==> src/verilog/phrs_pkg.sv <==
// Package with timing constants, states and helpers for the panel hardware reset sequencer.
// Behaviour
// - Low pulses on the reset pin shorter than 5 us are ignored, pulses longer than 9 us always reset, and those in between may start one.
// - High-going glitches during a valid reset pulse are filtered the same way and neither end nor restart the reset.
// - After each reset release the identification bytes and common voltage setting are reloaded from storage within the 5 ms reset cancel interval.
// - During reset the display is blanked, with a blanking sequence of at most 120 ms when the panel was awake, and the default condition follows.
package phrs_pkg;

  // ---------------------------------------------------------------------------
  // Timing
  // ---------------------------------------------------------------------------
  localparam int CLK_MHZ           = 50;
  localparam int REJECT_US         = 5;
  localparam int ACCEPT_US         = 9;
  localparam int CANCEL_MS         = 5;
  localparam int BLANK_MS          = 120;
  // Accept threshold sits between the reject and full-reset limits.
  localparam int ACCEPT_CYC        = ((REJECT_US + ACCEPT_US) * CLK_MHZ) / 2;
  localparam int CANCEL_CYC        = CANCEL_MS * 1000 * CLK_MHZ;
  localparam int BLANK_CYC         = BLANK_MS * 1000 * CLK_MHZ;
  localparam int NVM_WORDS         = 8;

  // ---------------------------------------------------------------------------
  // Reset values
  // ---------------------------------------------------------------------------
  localparam logic [7:0] COMMON_VOLTAGE_RST = 8'h00;
  localparam logic       AWAKE_RST          = 1'b0;

  // ---------------------------------------------------------------------------
  // States, Gray along the usual path except the WAIT to RUN step
  // ---------------------------------------------------------------------------
  typedef enum logic [2:0] {
    ST_RUN   = 3'b000,
    ST_HELD  = 3'b001,
    ST_BLANK = 3'b011,
    ST_LOAD  = 3'b010,
    ST_WAIT  = 3'b110
  } phrs_state_t;

  // Saturating increment of a 24-bit counter.
  function automatic logic [23:0] phrs_inc(input logic [23:0] v);
    phrs_inc = (v == 24'hFF_FFFF) ? v : v + 24'h00_0001;
  endfunction

endpackage

==> src/verilog/phrs_nvm_if.sv <==
// Interface between the sequencer and its settings store.
`timescale 1ns/10ps
`default_nettype none
interface phrs_nvm_if;
  logic [2:0] addr;
  logic [7:0] rdata;
  modport seq (output addr, input rdata);
  modport mem (input addr, output rdata);
endinterface
`default_nettype wire

==> src/verilog/phrs_top.sv <==
// Top of the panel hardware reset sequencer.
`timescale 1ns/10ps
`default_nettype none
module phrs_top
  import phrs_pkg::*;
#(
  parameter int          CANCEL_CYCLES = CANCEL_CYC,
  parameter int          BLANK_CYCLES  = BLANK_CYC,
  parameter logic [63:0] NVM_CONTENT   = 64'h0000_0000_0000_0000
)(
  // Clock and reset
  input  wire logic       REF_CLK,
  input  wire logic       RST_B,
  // Reset pin from the host
  input  wire logic       HW_RESET_N,
  // Panel state input and status
  input  wire logic       AWAKE,
  output var  logic       DISPLAY_BLANK,
  output var  logic       IN_RESET,
  output var  logic       SETTINGS_VALID,
  output var  logic [7:0] COMMON_VOLTAGE_SETTING,
  output var  logic [7:0] ID_BYTE0,
  output var  logic [7:0] ID_BYTE1,
  output var  logic [7:0] ID_BYTE2
);

  // ---------------------------------------------------------------------------
  // Pin synchroniser and glitch filter
  // ---------------------------------------------------------------------------
  logic        sync1_reg;
  logic        sync2_reg;
  logic        filt_reg;
  logic [23:0] width_reg;

  always_ff @(posedge REF_CLK or negedge RST_B)
  begin
    if (!RST_B)
    begin
      sync1_reg <= 1'b1;
      sync2_reg <= 1'b1;
    end
    else
    begin
      sync1_reg <= HW_RESET_N;
      sync2_reg <= sync1_reg;
    end
  end

  // The filtered level only follows the pin after it has held a new level
  // for the accept time; shorter pulses of either polarity are dropped.
  always_ff @(posedge REF_CLK or negedge RST_B)
  begin
    if (!RST_B)
    begin
      filt_reg  <= 1'b1;
      width_reg <= 24'h00_0000;
    end
    else if (sync2_reg == filt_reg)
      width_reg <= 24'h00_0000;
    else if (width_reg >= 24'(ACCEPT_CYC - 1))
    begin
      filt_reg  <= sync2_reg;
      width_reg <= 24'h00_0000;
    end
    else
      width_reg <= phrs_inc(width_reg);
  end

  // ---------------------------------------------------------------------------
  // Sequencer
  // ---------------------------------------------------------------------------
  phrs_state_t state_reg;
  logic [23:0] blank_cnt_reg;
  logic [23:0] since_rel_reg;
  logic [2:0]  load_idx_reg;
  logic        load_seen_reg;
  logic        was_awake_reg;
  logic        blank_done;
  phrs_nvm_if  nvm ();

  assign nvm.addr = load_idx_reg;

  // Blanking is over at once for a sleeping panel, after the timed sequence otherwise.
  assign blank_done = !was_awake_reg || blank_cnt_reg >= 24'(BLANK_CYCLES);

  always_ff @(posedge REF_CLK or negedge RST_B)
  begin
    if (!RST_B)
    begin
      state_reg     <= ST_RUN;
      blank_cnt_reg <= 24'h00_0000;
      was_awake_reg <= 1'b0;
    end
    else
    begin
      // The blank timer runs from reset entry through release and reload, so a
      // long blanking sequence never holds back the settings reload, which must
      // finish inside the cancel interval.
      if (state_reg != ST_RUN && !blank_done)
        blank_cnt_reg <= phrs_inc(blank_cnt_reg);
      case (state_reg)
        ST_RUN:
          if (!filt_reg)
          begin
            state_reg     <= ST_HELD;
            was_awake_reg <= AWAKE;
            blank_cnt_reg <= 24'h00_0000;
          end
        // Blanking runs while the pin is low as well; only a panel that was awake
        // needs the timed sequence, a sleeping one is already dark.
        ST_HELD:
          if (filt_reg)
            state_reg <= ST_BLANK;
        // One settling cycle after the filtered release before the reload starts.
        ST_BLANK:
          if (!filt_reg)
            state_reg <= ST_HELD;
          else
            state_reg <= ST_LOAD;
        ST_LOAD:
          if (!filt_reg)
            state_reg <= ST_HELD;
          else if (load_seen_reg)
            state_reg <= ST_WAIT;
        // Leaving needs both the cancel time and the end of any blanking sequence.
        ST_WAIT:
          if (!filt_reg)
            state_reg <= ST_HELD;
          else if (since_rel_reg >= 24'(CANCEL_CYCLES - 1) && blank_done)
            state_reg <= ST_RUN;
        default:
          state_reg <= ST_RUN;
      endcase
    end
  end

  // Time since the filtered release, used to end the cancel interval.
  always_ff @(posedge REF_CLK or negedge RST_B)
  begin
    if (!RST_B)
      since_rel_reg <= 24'h00_0000;
    else if (!filt_reg)
      since_rel_reg <= 24'h00_0000;
    else
      since_rel_reg <= phrs_inc(since_rel_reg);
  end

  // ---------------------------------------------------------------------------
  // Settings reload
  // ---------------------------------------------------------------------------
  // Read data lag the address by one cycle, so a byte is stored one cycle
  // after its index was presented.
  logic       load_act_reg;
  logic [2:0] load_dst_reg;

  always_ff @(posedge REF_CLK or negedge RST_B)
  begin
    if (!RST_B)
    begin
      load_idx_reg  <= 3'h0;
      load_act_reg  <= 1'b0;
      load_dst_reg  <= 3'h0;
      load_seen_reg <= 1'b0;
    end
    else if (state_reg != ST_LOAD)
    begin
      load_idx_reg  <= 3'h0;
      load_act_reg  <= 1'b0;
      load_seen_reg <= 1'b0;
    end
    else
    begin
      load_act_reg <= 1'b1;
      load_dst_reg <= load_idx_reg;
      if (load_idx_reg != 3'(NVM_WORDS - 1))
        load_idx_reg <= load_idx_reg + 3'h1;
      if (load_act_reg && load_dst_reg == 3'(NVM_WORDS - 1))
        load_seen_reg <= 1'b1;
    end
  end

  always_ff @(posedge REF_CLK or negedge RST_B)
  begin
    if (!RST_B)
    begin
      COMMON_VOLTAGE_SETTING <= COMMON_VOLTAGE_RST;
      ID_BYTE0               <= 8'h00;
      ID_BYTE1               <= 8'h00;
      ID_BYTE2               <= 8'h00;
    end
    else if (state_reg == ST_LOAD && load_act_reg && !load_seen_reg)
    begin
      case (load_dst_reg)
        3'h0:    ID_BYTE0 <= nvm.rdata;
        3'h1:    ID_BYTE1 <= nvm.rdata;
        3'h2:    ID_BYTE2 <= nvm.rdata;
        3'h3:    COMMON_VOLTAGE_SETTING <= nvm.rdata;
        default: ;
      endcase
    end
  end

  phrs_nvm #(
    .CONTENT (NVM_CONTENT)
  ) u_nvm (
    .clk   (REF_CLK),
    .rst_b (RST_B),
    .port  (nvm)
  );

  // ---------------------------------------------------------------------------
  // Status outputs
  // ---------------------------------------------------------------------------
  // Registered so the panel never sees a glitch on its blanking control.
  always_ff @(posedge REF_CLK or negedge RST_B)
  begin
    if (!RST_B)
    begin
      DISPLAY_BLANK  <= 1'b1;
      IN_RESET       <= 1'b0;
      SETTINGS_VALID <= 1'b0;
    end
    else
    begin
      DISPLAY_BLANK  <= (state_reg != ST_RUN) || !filt_reg;
      IN_RESET       <= (state_reg != ST_RUN) || !filt_reg;
      SETTINGS_VALID <= (state_reg == ST_RUN && filt_reg) || state_reg == ST_WAIT;
    end
  end

endmodule // phrs_top
`default_nettype wire

==> src/verilog/phrs_nvm.sv <==
// Small settings store holding identification and voltage bytes.
`timescale 1ns/10ps
`default_nettype none
module phrs_nvm
  import phrs_pkg::*;
#(
  parameter logic [63:0] CONTENT = 64'h0000_0000_0000_0000 // Arbitrary default content.
)(
  // Clock and reset
  input wire logic  clk,
  input wire logic  rst_b,
  // Read port
  phrs_nvm_if.mem   port
);

  // Registered read data keeps the read path one cycle deep.
  always_ff @(posedge clk or negedge rst_b)
  begin
    if (!rst_b)
      port.rdata <= 8'h00;
    else
      port.rdata <= CONTENT[port.addr*8 +: 8];
  end

endmodule // phrs_nvm
`default_nettype wire

==> config.mk <==
export PLATFORM = sky130hd
export DESIGN_NAME = phrs_top
export DESIGN_NICKNAME = d
export VERILOG_FILES = /design/src/verilog/phrs_pkg.sv /design/src/verilog/phrs_nvm_if.sv /design/src/verilog/phrs_top.sv /design/src/verilog/phrs_nvm.sv
export SDC_FILE = /design/constraint.sdc
export NUM_CORES = 1
export LEC_CHECK = 0
export ABC_AREA = 1
export BUFFER_PORTS_ARGS = -buffer_cell sky130_fd_sc_hd__buf_2
export CAP_MARGIN = 20
export CELL_PAD_IN_SITES_DETAIL_PLACEMENT = 1
export CELL_PAD_IN_SITES_GLOBAL_PLACEMENT = 2
export CORE_MARGIN = 2
export CORE_UTILIZATION = 36
export DETAILED_ROUTE_END_ITERATION = 8
export PLACE_DENSITY = 0.85
export SLEW_MARGIN = 10
export SYNTH_ARGS = -nofsm -noshare
export SYNTH_HDL_FRONTEND = slang
export SYNTH_SLANG_ARGS = --single-unit
==> constraint.sdc <==
create_clock -name REF_CLK -period 2.1 [get_ports REF_CLK]
set_input_delay 0.105 -clock REF_CLK [delete_from_list [all_inputs] [get_ports REF_CLK]]
set_output_delay 0.105 -clock REF_CLK [all_outputs]
set_load 0.1 [all_outputs]
# Word-level counts from Yosys, hierarchy flattened
# Index checks and enable logic that the tools add are counted.
word_totals:
  ff_bits: 130
  input_bits: 4
  output_inout_bits: 35
  word_cells: 97
op_classes:
  add_sub_neg: 4
  magnitude_cmp: 3
  eq_ne: 20
  n_shift: 1
  n_mux: 22
  bitwise_logic: 2
  reduce_logical: 25
ops:
  columns: ["operator", "count"]
  rows:
  - ["24-bit two-way mux", 9]
  - ["24-bit by 1-bit adder with 24-bit output, second input constant", 3]
  - ["24-bit equality test, second input constant", 3]
  - ["64-bit by 7-bit variable part select with 8-bit output, first input constant", 1]
  - ["24-bit by 18-bit greater-or-equal comparator with 1-bit output, second input constant", 1]
  - ["24-bit by 23-bit greater-or-equal comparator with 1-bit output, second input constant", 1]
  - ["24-bit by 9-bit greater-or-equal comparator with 1-bit output, second input constant", 1]
  - ["3-bit two-way mux", 8]
  - ["3-bit one-hot mux with 5 select lines", 1]
  - ["3-bit by 2-bit equality test with 1-bit output, second input constant", 4]
  - ["3-bit inequality test, second input constant", 4]
  - ["2-bit AND reduction", 6]
  - ["3-bit by 1-bit equality test with 1-bit output, second input constant", 2]
  - ["3-bit equality test, second input constant", 2]
  - ["1-bit logical AND", 6]
  - ["3-bit logical NOT", 2]
  - ["2-bit inequality test, second input constant", 3]
  - ["1-bit logical NOT", 4]
  - ["4-bit AND reduction", 1]
  - ["2-bit nonzero test", 2]
  - ["3-bit by 1-bit adder with 3-bit output, second input constant", 1]
  - ["1-bit logical OR", 3]
  - ["1-bit two-way mux", 3]
  - ["3-bit by 2-bit inequality test with 1-bit output, second input constant", 1]
  - ["other kinds (4)", 5]

# Longest topological paths before layout
# Gate-level depths: netlist (run 1).
depth:
  word_depth: 7
  depth_mapped: 12
  ltp_nobuf: 12

# Cells and area by module
# A second synthesis (run 1) with hierarchy kept.
hier_totals:
  cells_unflattened: 771
  hier_area_um2: 6164.7
by_module_without_submodules:
  columns: ["module", "n_inst", "cells_per_inst", "area_per_inst_um2", "seq_area_each_um2"]
  rows:
  - ["phrs_top", 1, 762, 6100.9, 3057.9]
  - ["phrs_nvm", 1, 9, 63.8, 0.0]

# Worst setup path after synthesis (run 1)
# OpenSTA, ideal clock, no wires.
synth_path:
  kind: "flip-flop to flip-flop"
  start: "register blank_cnt_reg[0]"
  end: "register blank_cnt_reg[7]"
  setup_ns: 0.082
  arrival_ns: 1.522
  required_ns: 2.018
  setup_slack_ns: 0.496
  stages_incl_launch_ff: 11
  n_path_buf: 1
  synth_period_minus_slack_ns: 1.604
  cell_sequence: "dfrtp_1 ha_1 nand2_1 nor2_2 nand2_2 nor2_4 nand3b_4 buf_6 nand2_2 nand2_1 a22oi_2"
synth_via:
  elab_chain_len: 7
  word_cells_on_any_way: 10
  classes_between: "1 x add/sub; 1 x order compare; 1 x eq/ne; 4 x mux; 3 x reduce/logical"
synth_rtl:
  columns: ["element", "line_no", "source"]
  rows:
  - ["start: declaration", "phrs_top.sv:73", "logic [23:0] blank_cnt_reg;"]
  - ["start signal: assignment", "phrs_top.sv:100", "blank_cnt_reg <= phrs_inc(blank_cnt_reg);"]
  - ["24-bit by 23-bit greater-or-equal comparator with 1-bit output", "phrs_top.sv:84", "assign blank_done = !was_awake_reg || blank_cnt_reg >= 24'(BLANK_CYCLES);"]
  - ["1-bit logical OR", "phrs_top.sv:84", null]
  - ["1-bit logical NOT", "phrs_top.sv:99", "if (state_reg != ST_RUN && !blank_done)"]
  - ["1-bit logical AND", "phrs_top.sv:99", null]
  - ["24-bit two-way mux (*)", "phrs_top.sv:99", null]
  - ["24-bit two-way mux", "phrs_top.sv:103", "if (!filt_reg)"]
  - ["24-bit two-way mux (*)", "phrs_top.sv:101", "case (state_reg)"]
# Mark *: on every way between the ends. The rest lies on a longest branch, timed or not.
# A chain may end at the register's enable or synchronous reset.

# Final worst setup path (run 1)
layout_path:
  start: "register since_rel_reg[0]"
  end: "register since_rel_reg[16]"
layout_via:
  elab_chain_len: 3
  word_cells_on_any_way: 5
  classes_between: "1 x add/sub; 2 x eq/ne; 2 x mux"
layout_rtl:
  columns: ["element", "line_no", "source"]
  rows:
  - ["start: declaration", "phrs_top.sv:74", "logic [23:0] since_rel_reg;"]
  - ["start signal: assignment", "phrs_top.sv:145", "since_rel_reg <= phrs_inc(since_rel_reg);"]
  - ["24-bit by 1-bit adder with 24-bit output", "phrs_pkg.sv:42", "phrs_inc = (v == 24'hFF_FFFF) ? v : v + 24'h00_0001;"]
  - ["24-bit two-way mux", "phrs_pkg.sv:42", null]
  - ["24-bit two-way mux", "phrs_top.sv:142", "else if (!filt_reg)"]
# Several ways; a longest one is shown, not always the timed one. The select of a mux whose other input is x is not followed.

==> impl_metrics.json, run 1 <==
{
  "post-cts-setup-buffer-count": 0,
  "cp.arrival_ns": 2.20,
  "htree_levels": 3,
  "r2r_end": "since_rel_reg[16]$_DFFE_PN0P_",
  "layout.cells.most_common_list": "nand2_1, nor2_1, dfrtp_1",
  "slowest_stage": "dfrtp_1",
  "num_vias": 4528,
  "finalClockSkew_ns": 0.005371,
  "min_period_over_period_pct": 91.31,
  "timing.final.hold_violations": 0,
  "clk_root_buffer_cell": "clkbuf_16",
  "leakage_nw": 2.826,
  "chipHeight_um": 126.6,
  "ir_drop_uv": 463.2,
  "die_area_um2": 16020,
  "routed_wirelength_normalized_by_instance_count_um": 14.34,
  "fraction_of_final_layout_cells_with_drive_strength_greater_than_1_pct": 15.71,
  "clock_latency_ns": 0.35,
  "cts_tree": "yes",
  "synth.avg_cell_area_um2": 7.542,
  "grt_setup_unrepaired": "no",
  "number_of_flops_mapped_to_enable_cells_by_yosys": 0,
  "initial_utilization_pct": 37.07,
  "cell_breakdown_of_the_critical_path": "ha_2, nand3_1, inv_2, nand2_1, nor2_2, nand3_2, buf_4, o21ai_1",
  "core.rowCount": 44,
  "final_net_count": 758,
  "syn_area_um2": 5408,
  "asyncSetResetFlopFracSynth_pct": 100.0,
  "drv_slew": 0,
  "grt_pass1_wl_um": 22940,
  "finalWirelength_um": 13410,
  "fillers": 1831,
  "end_kind": "flop",
  "drcViolationCount": 0,
  "netlist-cell-type-count": 45,
  "final_worst_setup_slack_ns": 0.1825,
  "flow.area_growth_from_synthesis_pct": 9.162,
  "critical_path.max_fanout": 10,
  "worstPathRequired_ns": 2.38,
  "maximum_number_of_pins_on_one_net_before_global_route_repair": 39,
  "post_layout_nonfiller_instances": 935,
  "report.final.setup_viol": 0,
  "hold_path.class": "input pin to asynchronous set/reset pin",
  "timing.rr.start": "since_rel_reg[0]$_DFFE_PN0P_",
  "start_kind": "flop",
  "vias_in_the_first_global_route": 4682,
  "drtAntennaViolNets": 0,
  "synthCells": 717,
  "dr.first_iter.drc_count": 217,
  "dp.final_hpwl_um": 10060,
  "numPlacedInstances": 916,
  "synthFlopType": "dfrtp_1",
  "clkSlewWorstSetupHoldPaths_ns": 0.07,
  "yosysWarnings": 0,
  "layout_commonest_cell": "nand2_1",
  "antenna_violations_before_repair": 0,
  "power_per_cell_area_nw_per_um2": 824.3,
  "clock_sink_count": 90,
  "ffs_latches_synth": 90,
  "pre_cts_slack_ns": 0.1648,
  "final_hold_slack_ns": 0.2946,
  "period_minus_slack_ns": 1.917,
  "reg2reg_slack_ns": 0.18,
  "crit_path_class": "flop to flop",
  "yosysSeqAreaShare_pct": 41.74,
  "io-pin-count": 39,
  "core_region_area_um2": 14590,
  "max_slew_headroom_pct": 62.79,
  "max-clock-path-buffers": 2,
  "rr_worst_depth": 8,
  "fmax_mhz": 521.5,
  "port-buffer-count": 6,
  "timing.critical_path.slowest_cell_delay_ns": 0.43,
  "die_width_um": 126.6,
  "least_margin_pin_slew_ns": 0.5581,
  "tritoncts_buffers": 9,
  "post_drt_via_cell_ratio": 4.843,
  "run_status": "completed",
  "fin_setup_tns_ns": 0,
  "gp_congestion": 0.8696,
  "maxCapViolCount": 0,
  "num_antenna_cells": 0,
  "drt_pre_antenna_iters": 4,
  "gr-usage-all-layers_pct": 17.73,
  "globalRoute.totalOverflow": 0
}
cell type report:
class | count | area (µm²) | area share, %
multi-input cells | 553 | 2716 | 46.02
inverters | 77 | 289.0 | 4.896
clock inverters | 4 | 33.78 | 0.5723
well taps | 184 | 230.2 | 3.900
clock buffers | 12 | 256.5 | 4.345
repair buffers | 15 | 120.1 | 2.035
flip-flops and latches | 90 | 2257 | 38.24
kinds of logic (layout without fill, tap and decap cells):
family          after synthesis  in the layout  synth area share, %
simple gates                434            434                36.81
buf+inv                     120            108                11.27
flops                        90             90                41.74
compound gates               53             53                6.479
xor+xnor                     11             11                1.782
fa+ha+maj                     8              8                1.851
other cells                   1             47              0.06935
repair_timing:
item,in CTS,in global routing
endpoints found under the setup margin,0,5
endpoints found under the hold margin,35,0
hold buffers,3,0
gates resized for setup,0,1
metal layers:
metal / vias to the layer above / global-route usage (%) / routed length [µm]
met5: - / 0 / 0
met2: 29 / 30.76 / 6649
met1: 2225 / 22.77 / 6361
met4: 0 / 6.399 / 225
li1: 2257 / - / -
met3: 17 / 2.151 / 173
synthesized netlist by cell type (8+ instances only):
cell type	number	area [µm²]
a21oi_1	8	40.04
inv_1	58	217.7
nand2_1	197	739.5
nor3_1	17	85.08
o21ai_0	13	65.06
nand3_1	48	240.2
buf_4	33	247.7
nor2_1	91	341.6
nand2_2	23	143.9
a21oi_2	11	96.34
dfrtp_1	86	2152
nand4_1	19	118.9
inv_2	18	67.56
ha_1	8	100.1
xor2_1	8	70.07
nor2_2	13	81.33
critical path, delay by kind of cell (launching register included):
kind / cells / cell delay [ns]
flops: 1 / 0.43
fa+ha+maj: 1 / 0.27
compound gates: 1 / 0.07
buf+inv: 2 / 0.43
simple gates: 4 / 0.65
power by group:
group / leakage (nW) / internal, W / switching (W)
Clock: 0.140 / 0.000880 / 0.000735
Combinational: 1.50 / 0.000249 / 0.000989
Sequential: 1.19 / 0.00189 / 0.000121
how the worst max path moves through the flow:
stage                            startpoint                             to  slack [ns]  depth (start not counted)
6_report       since_rel_reg[0]$_DFFE_PN0P_  since_rel_reg[16]$_DFFE_PN0P_        0.18                          8
5_1_grt          blank_cnt_reg[0]$_DFF_PN0_    blank_cnt_reg[18]$_DFF_PN0_        0.02                          8
2_1_floorplan    blank_cnt_reg[0]$_DFF_PN0_     blank_cnt_reg[7]$_DFF_PN0_        0.50                         10
4_1_cts        since_rel_reg[0]$_DFFE_PN0P_  since_rel_reg[21]$_DFFE_PN0P_        0.14                          8
3_5_place_dp   since_rel_reg[0]$_DFFE_PN0P_  since_rel_reg[21]$_DFFE_PN0P_        0.16                          8
3_3_place_gp   since_rel_reg[0]$_DFFE_PN0P_  since_rel_reg[16]$_DFFE_PN0P_        0.20                          8
metrics by stage:
step | cell area (µm²) | utilization [%] | power [W]
2_1_floorplan | 5580 | - | 0.003098
3_3_place_gp | 5580 | 38.25 | 0.003265
6_report | 5903 | 40.46 | 0.004866
3_5_place_dp | 5580 | 38.25 | 0.003303
5_1_grt | 5903 | 40.46 | 0.005141
4_1_cts | 5901 | 40.45 | 0.004941
(Power assumes the default switching activity.)
==> run 2, diff against run 1 <==
--- a/config.mk
+++ b/config.mk
@@ -5,16 +5,18 @@
 export SDC_FILE = /design/constraint.sdc
 export NUM_CORES = 1
 export LEC_CHECK = 0
-export ABC_AREA = 1
+export ABC_AREA = 0
 export BUFFER_PORTS_ARGS = -buffer_cell sky130_fd_sc_hd__buf_2
 export CAP_MARGIN = 20
 export CELL_PAD_IN_SITES_DETAIL_PLACEMENT = 1
 export CELL_PAD_IN_SITES_GLOBAL_PLACEMENT = 2
 export CORE_MARGIN = 2
-export CORE_UTILIZATION = 36
+export CORE_UTILIZATION = 41
 export DETAILED_ROUTE_END_ITERATION = 8
-export PLACE_DENSITY = 0.85
+export PLACE_DENSITY = 0.84
+export REMOVE_ABC_BUFFERS = 1
 export SLEW_MARGIN = 10
 export SYNTH_ARGS = -nofsm -noshare
 export SYNTH_HDL_FRONTEND = slang
+export SYNTH_HIERARCHICAL = 1
 export SYNTH_SLANG_ARGS = --single-unit
==> impl_metrics.json, run 2 <==
{
  "multi_input_area_um2": 2505,
  "period_minus_slack_ns": 2.001,
  "core.rowCount": 42,
  "clock_latency_ns": 0.43,
  "post_drt_via_cell_ratio": 5.450,
  "yosysWarnings": 6,
  "cts_tree": "yes",
  "num_vias": 4273,
  "run_status": "completed",
  "port-buffer-count": 38,
  "synth.avg_cell_area_um2": 11.05,
  "synthCells": 509,
  "finalWirelength_um": 14130,
  "numPlacedInstances": 743,
  "top_count_cell_post_synth": "dfrtp_1",
  "drtAntennaViolNets": 0,
  "timing.critical_path.slowest_cell_delay_ns": 0.54,
  "core_region_area_um2": 13300,
  "area.sequential_um2": 3060,
  "layout.cells.most_common_list": "dfrtp_1, nand2_1, buf_2",
  "dr.first_iter.drc_count": 255,
  "grt_setup_unrepaired": "yes",
  "syn_area_um2": 5625,
  "synth.top_cells.by_area": "dfrtp_1, mux2_2, nand2_1, and2_1, xor2_1",
  "antenna_violations_before_repair": 0,
  "timing.final.hold_violations": 0,
  "initial_utilization_pct": 42.31,
  "htree_levels": 4,
  "leakage_nw": 3.089,
  "final_net_count": 607,
  "clock_sink_count": 122,
  "number_of_flops_mapped_to_enable_cells_by_yosys": 0,
  "worstPathRequired_ns": 2.44,
  "fillers": 1446,
  "io-pin-count": 39,
  "end_kind": "flop",
  "startpoint": "blank_cnt_reg[18]$_DFF_PN0_",
  "cell_breakdown_of_the_critical_path": "nor4_2, o21ai_2, a21o_4, or4_1, a21oi_1",
  "cp_top_family": "simple AND/OR/NAND/NOR gates",
  "timing.rr.start": "blank_cnt_reg[18]$_DFF_PN0_",
  "cp.arrival_ns": 2.34,
  "fraction_of_final_layout_cells_with_drive_strength_greater_than_1_pct": 25.33,
  "clkSlewWorstSetupHoldPaths_ns": 0.06,
  "finalClockSkew_ns": 0.01315,
  "die_width_um": 121.1,
  "drcViolationCount": 0,
  "netlist-cell-type-count": 49,
  "post_layout_nonfiller_instances": 784,
  "power_per_cell_area_nw_per_um2": 963.5,
  "drt_pre_antenna_iters": 4,
  "die_area_um2": 14670,
  "layout_commonest_cell": "dfrtp_1",
  "synthFlopType": "dfrtp_1",
  "clk_root_buffer_cell": "clkbuf_16",
  "yosysSeqAreaShare_pct": 54.36,
  "max-clock-path-buffers": 2,
  "report.final.setup_viol": 0,
  "critPathBufInv": 0,
  "tritoncts_buffers": 17,
  "routed_wirelength_normalized_by_instance_count_um": 18.02,
  "globalRoute.totalOverflow": 0,
  "slowest_stage": "or4_1",
  "hold_path.class": "input pin to asynchronous set/reset pin",
  "least_margin_pin_slew_ns": 0.6821,
  "fmax_mhz": 499.8,
  "synth_largest_type_area_fraction_pct": 52.49,
  "grt_pass1_wl_um": 23460,
  "rr_worst_depth": 5,
  "maximum_number_of_pins_on_one_net_before_global_route_repair": 70,
  "worstSetupPathDepth": 5,
  "ir_drop_uv": 625.0,
  "gp_congestion": 0.8238,
  "min_period_over_period_pct": 95.28,
  "asyncSetResetFlopFracSynth_pct": 100.0,
  "final_hold_slack_ns": 0.2232,
  "dp.final_hpwl_um": 8817,
  "ffs_latches_synth": 122,
  "vias_in_the_first_global_route": 4626,
  "chipHeight_um": 121.1,
  "crit_path_class": "flop to flop",
  "gr-usage-all-layers_pct": 20.60,
  "max_slew_headroom_pct": 54.18,
  "synth_area_leader_cell": "dfrtp_1",
  "flow.area_growth_from_synthesis_pct": 22.62,
  "synth_top_cells_by_count": "dfrtp_1, nand2_1, mux2_2",
  "start_kind": "flop",
  "maxCapViolCount": 0,
  "critical_path.max_fanout": 14,
  "drv_slew": 0,
  "num_antenna_cells": 0
}
==> run 2: metal layers <==
layer	GRT usage [%]	routed length (µm)	vias up
met1	25.05	6175	2202
met3	5.639	360	20
met5	0	0	-
met4	5.819	209	0
li1	-	-	1995
met2	35.85	7382	56
==> run 2: per-stage QoR <==
stage                     total power [W]  setup TNS [ns]  worst slack [ns]  util [%]  cell area (µm²)
final                            0.006646               0           0.09905     51.88             6898
after global routing             0.006882        -0.02587          -0.01342     51.88             6898
after CTS                        0.006670               0          0.009182     51.62             6863
after detailed placement         0.003571        -0.01917          -0.01475     46.49             6181
after global placement           0.003540               0           0.07649     46.49             6181
after floorplan                  0.003314               0            0.2005         -             5575
==> run 2: repair_timing <==
action / 4_1_cts / 5_1_grt
hold buffers: 3 / 0
buffers inserted: 4 / 2
setup endpoints to repair: 4 / 18
pin swaps: 1 / 2
hold endpoints to repair: 100 / 0
resized for setup: 3 / 6
==> run 2: path summary, 6_finish.rpt <==
kind                                                     end  slack, ns
min in group REF_CLK                     sync1_reg$_DFF_PN1_       0.36
worst min register to register           sync2_reg$_DFF_PN1_       0.36
worst max-delay path             blank_cnt_reg[21]$_DFF_PN0_        0.1
worst max register to register   blank_cnt_reg[21]$_DFF_PN0_        0.1
worst min-delay path            since_rel_reg[1]$_DFFE_PN0P_       0.22
max in group asynchronous            ID_BYTE2[0]$_DFFE_PN0P_       1.14
==> run 2: tightest hold or removal path, delay by kind of cell <==
kind	cells	cell delay [ns]
buffers and inverters	3	0.95
==> run 2: cell type report <==
class | instances | area share [%]
Clock buffer | 19 | 6.421
Clock inverter | 13 | 2.431
Inverter | 11 | 0.5986
Multi-Input combinational cell | 372 | 36.31
Sequential cell | 122 | 44.37
Tap cell | 176 | 3.192
Timing Repair Buffer | 71 | 6.675
==> run 2: cell families after synthesis <==
family	Yosys count	share of synthesized area, %
muxes	39	7.674
buffers and inverters	36	3.025
DFF	122	54.36
AOI/OAI and AO/OA	79	9.609
and+or+nand+nor	194	18.91
adders and majority gates	8	1.779
other	2	0.1335
xor gates and xnor gates	29	4.515
==> run 2: power breakdown <==
group / total, W / internal, W / switching (W) / leakage [nW]
clock: 0.00305 / 0.00190 / 0.00114 / 0.282
sequential: 0.00260 / 0.00249 / 0.000111 / 1.57
combinational: 0.000997 / 0.000229 / 0.000768 / 1.24
total: 0.00665 / 0.00462 / 0.00202 / 3.09
